File: config.mk
export PLATFORM = sky130hd
export DESIGN_NAME = pcsr_regs
export DESIGN_NICKNAME = d
export VERILOG_FILES = /design/src/pcsr_flag_bank.v /design/src/pcsr_regs.v
export VERILOG_INCLUDE_DIRS = /design/src
export SDC_FILE = /design/constraint.sdc
export NUM_CORES = 1
export LEC_CHECK = 0
export BUFFER_PORTS_ARGS = -buffer_cell sky130_fd_sc_hd__buf_2
export CORE_MARGIN = 3
export CORE_UTILIZATION = 39
export DETAILED_ROUTE_END_ITERATION = 6
export PLACE_DENSITY = 0.81
export SLEW_MARGIN = 20
export SYNTH_ARGS = -nofsm -noshare
export SYNTH_HDL_FRONTEND = slang
export SYNTH_SLANG_ARGS = --single-unit
File: constraint.sdc
create_clock -name sys_clk -period 1.2 [get_ports sys_clk]
set_input_delay 0.06 -clock sys_clk [delete_from_list [all_inputs] [get_ports sys_clk]]
set_output_delay 0.06 -clock sys_clk [all_outputs]
set_load 0.02 [all_outputs]
File: src/pcsr_map.vh
// Offsets, field positions, fixed values and command codes of the command/status bank
`ifndef PCSR_MAP_VH
`define PCSR_MAP_VH

// ****************************************
// Register offsets (byte addresses in configuration space)
// ****************************************
`define PCSR_OFF_CTRL 8'h04
`define PCSR_OFF_FLAGS 8'h06
`define PCSR_OFF_DWORD 8'h04

// ****************************************
// Control register field positions
// ****************************************
`define PCSR_CTL_IO 0
`define PCSR_CTL_MEM 1
`define PCSR_CTL_MASTER 2
`define PCSR_CTL_SPECIAL 3
`define PCSR_CTL_MWI 4
`define PCSR_CTL_PALETTE 5
`define PCSR_CTL_PARITY 6
`define PCSR_CTL_STEP 7
`define PCSR_CTL_SERR 8
`define PCSR_CTL_B2B 9
`define PCSR_CTL_WRITABLE 16'h0157
`define PCSR_CTL_RESET 16'h0000

// ****************************************
// Condition flag register field positions
// ****************************************
`define PCSR_FLG_CAPCHAIN 4
`define PCSR_FLG_HISPEED 5
`define PCSR_FLG_USERFEAT 6
`define PCSR_FLG_B2BCAP 7
`define PCSR_FLG_MDPAR 8
`define PCSR_FLG_DEVSEL_LO 9
`define PCSR_FLG_DEVSEL_HI 10
`define PCSR_FLG_SIGTABT 11
`define PCSR_FLG_RCVTABT 12
`define PCSR_FLG_RCVMABT 13
`define PCSR_FLG_SIGSERR 14
`define PCSR_FLG_DETPAR 15
`define PCSR_DEVSEL_MEDIUM 2'h1
`define PCSR_FLG_RESET 16'h0210

// ****************************************
// Bus commands for master writes
// ****************************************
`define PCSR_CMD_MEMWRITE 4'h7
`define PCSR_CMD_MWI 4'hF

// ****************************************
// Timing
// ****************************************
`define PCSR_SERR_PULSE_CYCLES 1
`define PCSR_PERR_PULSE_CYCLES 1

`endif

File: src/pcsr_flag_bank.v
// Sticky status flags, cleared by writing one, with set taking priority
module pcsr_flag_bank #(
  parameter WIDTH = 6
) (
  input wire sys_clk,
  input wire arst_n,
  input wire [WIDTH-1:0] setPulse,
  input wire [WIDTH-1:0] clearMask,
  output wire [WIDTH-1:0] flags
);

  reg [WIDTH-1:0] flag_ff;
  wire [WIDTH-1:0] nxt_flag;

  // ****************************************
  // One flip-flop per flag
  // ****************************************
  genvar i;
  generate
    for (i = 0; i < WIDTH; i = i + 1) begin : gFlag
      // Write-one clears
      // Set beats a clear arriving in the same cycle, so no event is lost
      assign nxt_flag[i] = setPulse[i] | (flag_ff[i] & ~clearMask[i]);
      always @(posedge sys_clk or negedge arst_n) begin
        if (!arst_n) begin
          flag_ff[i] <= 1'b0;
        end else begin
          flag_ff[i] <= nxt_flag[i];
        end
      end
    end
  endgenerate

  assign flags = flag_ff;

endmodule

File: src/pcsr_regs.v
// Command and status registers of one function's configuration header
// Notes on behaviour
// - Control bits 15..10 always read zero, writes ignored.
// - No fast back-to-back generation; its control bit reads zero.
// - SERR pin driven only when system error enable set, after address parity error.
// - No address/data stepping; stepping control bit hardwired to zero.
// - PERR pin driven on detected data parity errors only when parity response enabled.
// - No palette snooping; its control bit reads zero.
// - Master writes use write-and-invalidate when enabled and the core says the burst qualifies, else plain memory write.
// - Special cycles ignored; special cycle enable reads zero.
// - Master cycles requested only while bus master enable set.
// - Memory cycles claimed only while memory response enable set.
// - I/O accesses claimed only while I/O enable set.
// - Status flags clear on written one, zero no effect, reads have no side effect.
// - Detected parity flag set on address or data parity error.
// - Signalled system error flag set when SERR enabled and asserted.
// - Received master abort flag set when own master cycle master-aborts.
// - Received target abort flag set when own master cycle is target-aborted.
// - Signalled target abort flag set when this target issues target abort.
// - DEVSEL timing field reads 01b; DEVSEL claimed at medium speed.
// - Master data parity flag needs PERR seen, own data phase, response enabled.
// - Back-to-back capable, user feature and 66 MHz status bits read zero.
// - Capability chain present bit always reads one.
// - Status bits 3..0 read zero.
`include "pcsr_map.vh"

module pcsr_regs (
  input wire sys_clk,
  input wire arst_n,
  // Configuration access port
  input wire cfgWrite,
  input wire cfgRead,
  input wire [7:0] cfgAddr,
  input wire [3:0] cfgByteEn,
  input wire [31:0] cfgWrData,
  output reg [31:0] cfgRdData,
  output reg cfgAck,
  // Target decode from the bus core
  input wire ioHit,
  input wire memHit,
  output reg devselClaim,
  output reg ioClaim,
  output reg memClaim,
  // Master side
  input wire masterReq,
  input wire masterWriteInvalidateOk,
  output wire busRequest,
  output reg [3:0] masterWriteCmd,
  // Error events from the bus core, one-cycle pulses
  input wire addrParityErr,
  input wire dataParityErr,
  input wire perrSeen,
  input wire masterDataPhase,
  input wire masterAbortRcvd,
  input wire targetAbortRcvd,
  input wire targetAbortSent,
  // Open-drain error pins
  output reg serrOut,
  output reg serrOe,
  output reg perrOut,
  output reg perrOe,
  // Visible control levels
  output wire parityResponseEnable,
  output wire systemErrorDriverEnable,
  output wire [15:0] controlValue,
  output wire [15:0] conditionValue
);

  // ****************************************
  // Decoding helpers
  // ****************************************
  // Both registers share one dword, so one decode serves reads and clears
  localparam [7:0] DWORD_BASE = `PCSR_OFF_DWORD;

  function [31:0] laneMask;
    input [3:0] be;
    begin
      laneMask = {{8{be[3]}}, {8{be[2]}}, {8{be[1]}}, {8{be[0]}}};
    end
  endfunction

  function hitsDword;
    input [7:0] addr;
    begin
      hitsDword = (addr[7:2] == DWORD_BASE[7:2]);
    end
  endfunction

  // ****************************************
  // Declarations
  // ****************************************
  reg [15:0] ctrl_ff;
  reg [15:0] nxt_ctrl;
  wire [31:0] wrMask;
  wire ctrlHit;
  wire ctrlWrite;
  wire [5:0] flagSet;
  wire [5:0] flagClear;
  wire [5:0] flagBits;
  wire [15:0] flagWord;
  wire ioEnable;
  wire memEnable;
  wire masterEnable;
  wire mwiEnable;
  wire serrEnable;
  wire perrEnable;
  wire serrFire;
  wire perrFire;

  assign wrMask = laneMask(cfgByteEn);
  assign ctrlHit = hitsDword(cfgAddr);
  assign ctrlWrite = cfgWrite & ctrlHit;

  // ****************************************
  // Control register
  // ****************************************
  // Lanes 2 and 3 of the same write go to the flag clears, not here
  // Only implemented bits are stored; all others are constant zero
  always @* begin
    nxt_ctrl = ctrl_ff;
    if (ctrlWrite) begin
      nxt_ctrl = ((ctrl_ff & ~wrMask[15:0]) | (cfgWrData[15:0] & wrMask[15:0]))
                 & `PCSR_CTL_WRITABLE;
    end
  end

  always @(posedge sys_clk or negedge arst_n) begin
    if (!arst_n) begin
      ctrl_ff <= `PCSR_CTL_RESET;
    end else begin
      ctrl_ff <= nxt_ctrl;
    end
  end

  assign ioEnable = ctrl_ff[`PCSR_CTL_IO];
  assign memEnable = ctrl_ff[`PCSR_CTL_MEM];
  assign masterEnable = ctrl_ff[`PCSR_CTL_MASTER];
  assign mwiEnable = ctrl_ff[`PCSR_CTL_MWI];
  assign perrEnable = ctrl_ff[`PCSR_CTL_PARITY];
  assign serrEnable = ctrl_ff[`PCSR_CTL_SERR];

  assign parityResponseEnable = perrEnable;
  assign systemErrorDriverEnable = serrEnable;
  assign controlValue = ctrl_ff;

  // ****************************************
  // Error pin drivers
  // ****************************************
  // SERR gated by enable
  assign serrFire = serrEnable & addrParityErr;
  assign perrFire = perrEnable & dataParityErr;

  // Pins are open drain: output held low, enable carries the assertion
  // Each enable lasts one clock per event; the bus pull-up ends the assertion
  always @(posedge sys_clk or negedge arst_n) begin
    if (!arst_n) begin
      serrOut <= 1'b0;
      serrOe <= 1'b0;
    end else begin
      serrOut <= 1'b0;
      serrOe <= serrFire;
    end
  end

  always @(posedge sys_clk or negedge arst_n) begin
    if (!arst_n) begin
      perrOut <= 1'b0;
      perrOe <= 1'b0;
    end else begin
      perrOut <= 1'b0;
      perrOe <= perrFire;
    end
  end

  // ****************************************
  // Condition flags
  // ****************************************
  // Flag bank order: 0 mdpar, 1 sigtabt, 2 rcvtabt, 3 rcvmabt, 4 sigserr, 5 detpar
  // Master data parity condition
  assign flagSet[0] = perrSeen & masterDataPhase & perrEnable;
  assign flagSet[1] = targetAbortSent;
  assign flagSet[2] = targetAbortRcvd;
  assign flagSet[3] = masterAbortRcvd;
  assign flagSet[4] = serrFire;
  assign flagSet[5] = addrParityErr | dataParityErr;

  assign flagClear[0] = ctrlWrite & wrMask[16 + `PCSR_FLG_MDPAR]
                        & cfgWrData[16 + `PCSR_FLG_MDPAR];
  assign flagClear[1] = ctrlWrite & wrMask[16 + `PCSR_FLG_SIGTABT]
                        & cfgWrData[16 + `PCSR_FLG_SIGTABT];
  assign flagClear[2] = ctrlWrite & wrMask[16 + `PCSR_FLG_RCVTABT]
                        & cfgWrData[16 + `PCSR_FLG_RCVTABT];
  assign flagClear[3] = ctrlWrite & wrMask[16 + `PCSR_FLG_RCVMABT]
                        & cfgWrData[16 + `PCSR_FLG_RCVMABT];
  assign flagClear[4] = ctrlWrite & wrMask[16 + `PCSR_FLG_SIGSERR]
                        & cfgWrData[16 + `PCSR_FLG_SIGSERR];
  assign flagClear[5] = ctrlWrite & wrMask[16 + `PCSR_FLG_DETPAR]
                        & cfgWrData[16 + `PCSR_FLG_DETPAR];

  // Set and clear meet in the bank, where the set wins
  pcsr_flag_bank #(
    .WIDTH(6)
  ) uFlags (
    .sys_clk(sys_clk),
    .arst_n(arst_n),
    .setPulse(flagSet),
    .clearMask(flagClear),
    .flags(flagBits)
  );

  // ****************************************
  // Condition word assembly
  // ****************************************
  // Clearable flags from the bank
  assign flagWord[`PCSR_FLG_DETPAR] = flagBits[5];
  assign flagWord[`PCSR_FLG_SIGSERR] = flagBits[4];
  assign flagWord[`PCSR_FLG_RCVMABT] = flagBits[3];
  assign flagWord[`PCSR_FLG_RCVTABT] = flagBits[2];
  assign flagWord[`PCSR_FLG_SIGTABT] = flagBits[1];
  assign flagWord[`PCSR_FLG_MDPAR] = flagBits[0];
  assign flagWord[`PCSR_FLG_DEVSEL_HI:`PCSR_FLG_DEVSEL_LO] = `PCSR_DEVSEL_MEDIUM;
  assign flagWord[`PCSR_FLG_B2BCAP] = 1'b0;
  assign flagWord[`PCSR_FLG_USERFEAT] = 1'b0;
  assign flagWord[`PCSR_FLG_HISPEED] = 1'b0;
  assign flagWord[`PCSR_FLG_CAPCHAIN] = 1'b1;
  assign flagWord[3:0] = 4'h0;
  assign conditionValue = flagWord;

  // ****************************************
  // Configuration read path
  // ****************************************
  // Reads have no side effect; unmapped offsets return zero with an acknowledge
  always @(posedge sys_clk or negedge arst_n) begin
    if (!arst_n) begin
      cfgRdData <= 32'h0000_0000;
      cfgAck <= 1'b0;
    end else begin
      cfgAck <= cfgRead | cfgWrite;
      if (cfgRead) begin
        if (ctrlHit) begin
          cfgRdData <= {flagWord, ctrl_ff} & laneMask(cfgByteEn);
        end else begin
          cfgRdData <= 32'h0000_0000;
        end
      end
    end
  end

  // ****************************************
  // Target claim
  // ****************************************
  // Claim is registered one clock after decode, which is medium DEVSEL timing
  always @(posedge sys_clk or negedge arst_n) begin
    if (!arst_n) begin
      ioClaim <= 1'b0;
      memClaim <= 1'b0;
      devselClaim <= 1'b0;
    end else begin
      ioClaim <= ioHit & ioEnable;
      memClaim <= memHit & memEnable;
      devselClaim <= (ioHit & ioEnable) | (memHit & memEnable);
    end
  end

  // ****************************************
  // Master side
  // ****************************************
  // Request gated by master enable
  assign busRequest = masterReq & masterEnable;

  // Write-and-invalidate only where the core says the burst qualifies
  // Registered so the command holds steady through the address phase
  always @(posedge sys_clk or negedge arst_n) begin
    if (!arst_n) begin
      masterWriteCmd <= `PCSR_CMD_MEMWRITE;
    end else begin
      if (mwiEnable & masterWriteInvalidateOk) begin
        masterWriteCmd <= `PCSR_CMD_MWI;
      end else begin
        masterWriteCmd <= `PCSR_CMD_MEMWRITE;
      end
    end
  end

endmodule

==> flow_summary.ini <==
[critical_path]
crit_required_ns = 1.14
r2r_setup_slack_ns = 0.23
startpoint_type = flip-flop
criticalPathCategory = flip-flop to primary output
cp-end-kind = primary output
crit_end = busRequest
crit-reg2reg-capture = devselClaim
reg2reg_depth = 2
crit_arrival_ns = 0.98
critPathMaxFanout = 4

[sta]
setup_violations = 0
hold_slack_ns = 0.0143
final.period_utilization = 0.870
timing.fmax_ghz = 0.958
fin_setup_tns_ns = 0
maxSlewViolCount = 0
rsz0062_at_grt = false
final.min_clock_period_ns = 1.04
hold_viol_final = 0
fin_worst_skew_ns = 0.00723
setup_ws_ns = 0.156

[floorplanning]
core_mm2 = 0.00409
start_util = 0.414
rows = 23
die_x_um = 71.9
die_h_um = 71.9
design.die.area_mm2 = 0.00516
io_pins = 138

[synth]
synthesis.instances = 168
synth-seq-cells = 33
synth_mux_area_frac = 0.0570
synth-compound-area-share = 0.0710
synthTopCellsByArea = dfrtp_1, buf_4, o22ai_1, mux2_4, inv_1
synth-xor-area-share = 0
avgSynthCellArea_um2 = 10.1
syn_area_mm2 = 0.00169
synth.top_cell.area_share = 0.488
synth-simple-area-share = 0.124
synthAdderAreaFrac = 0
yosys_warnings = 0
synth_top_area_cell = dfrtp_1
ys_types = 25
yosysSeqAreaShare = 0.488
synth_top_family_by_area = buffers and inverters

[finish]
layout_commonest_cell = buf_2
drive_gt1_frac = 0.375
final_cell_mix = buf_2, conb_1, dfrtp_1
fill_cells = 393
register_area_um2 = 826
num_antenna_cells = 0
final_cells = 301
fin_area_mm2 = 0.00210
area_growth_pct = 24.1
multiInputGateArea_um2 = 588
fin_nets = 310

[grt]
grt_first_pass_wirelength_um = 5510
gr-total-overflow = 0
grt_start_max_net_pins = 29
grt_pass1_vias = 1203
grtUsageTotal = 0.138
antenna_found_initial = 0

[outcome]
outcome = finished, final reports clean

[clock_network]
cts-root-buf = clkbuf_8
cts_resized = 0
clock_sinks = 33
cts_tree = yes
cts_buffer_depth = 2
clkLatencyLatePin_ns = 0.27
numCtsBuffers = 5
h-tree-depth = 2
clkTransAtPathRegs_ns = 0.07

[route]
drt-total-wl_um = 3550
routedWlPerCell_um = 11.8
vias = 1260
viasPerCell = 4.19
first_pass_iters = 4
antenna_left = 0
drc = 0
drtIter0Drc = 58

[placement]
dpl-instance-area_mm2 = 0.00195
post-dp-hpwl_um = 2870
dpl_worst_slack_ns = -0.0872
globalplace.congestion = 0.728
place_inst = 288
io_buffers = 72

[hold_path]
hold_path.class = input pin to flip-flop

[pwr]
pwr_density_cell_mw_per_mm2 = 1200
peakVddDrop_uv = 408
p_leak_nw = 1.16

[job]
cap_violations = 0
[stage by stage]
stage	util	power, W
4_1_cts	0.514	0.00253
6_report	0.514	0.00251
3_3_place_gp	0.478	0.00171
5_1_grt	0.514	0.00263
3_5_place_dp	0.478	0.00172
2_1_floorplan	-	0.00164
[per-layer routing]
layer | vias up | share of wire | wire, um | global-route usage
met1 | 574 | 0.38 | 1360 | 0.160
met4 | 0 | 0.018 | 64 | 0.0710
met2 | 58 | 0.52 | 1860 | 0.235
li1 | 621 | - | - | -
met3 | 7 | 0.075 | 265 | 0.0337
met5 | - | 0 | 0 | 0
[how the worst min path moves through the flow]
stage          cells past startpoint                         end    startpoint  slack (ns)
4_1_cts                            2                   flip-flop  cfgWrData[2]       0.009
5_1_grt                            2                   flip-flop  cfgWrData[2]      0.0004
3_3_place_gp                       1  asynchronous set/reset pin        arst_n      -0.002
2_1_floorplan                      0  asynchronous set/reset pin        arst_n       -0.24
3_5_place_dp                       1  asynchronous set/reset pin        arst_n       0.005
6_report                           2                   flip-flop  cfgWrData[2]        0.01
[report_power, final]
| group | internal (W) | switching, W | total, W |
|---|---|---|---|
| Combinational | 0.000162 | 0.000330 | 0.000492 |
| Sequential | 0.00117 | 0.0000477 | 0.00122 |
| Clock | 0.000454 | 0.000349 | 0.000804 |
[worst max-delay path, cell delays in order, from the launching register on]
cell     delay [ns]
dfrtp_1        0.41
and2_1         0.15
buf_2          0.15
[cell families (layout without fill, tap and decap cells)]
group,Yosys count,count (layout)
other,2,43
AO/OA/AOI/OAI,19,19
buffers and inverters,68,110
AND/OR/NAND/NOR,39,39
flip-flops,33,33
multiplexers,7,7
[Yosys cell counts, drive strengths merged]
cell type and n:
nand4b 1, nor4 1, and4 1, nand4 1, and2 5, nor3 1
o31ai 1, buf 47, a31oi 5, nand2 15, clkbuf 2, mux2i 1
o22ai 13, nor2b 1, mux2 6, dfrtp 33, nand3 4, or4 1
nor2 6, or2 2, conb 2, inv 19
[layout make-up]
type / instances / share of cell area
clock buffer: 7 / 0.0411
inverter: 19 / 0.0340
multi-input combinational: 108 / 0.280
sequential: 33 / 0.393
tap: 50 / 0.0298
timing repair buffer: 84 / 0.222
[timing repair]
| item | CTS | global route |
|---|---|---|
| hold buffers | 6 | 0 |
| hold endpoints to repair | 21 | 0 |
| setup endpoints to repair | 0 | 0 |
| buffers inserted | 0 | 0 |
No activity file was read; power rests on OpenSTA's default activity.
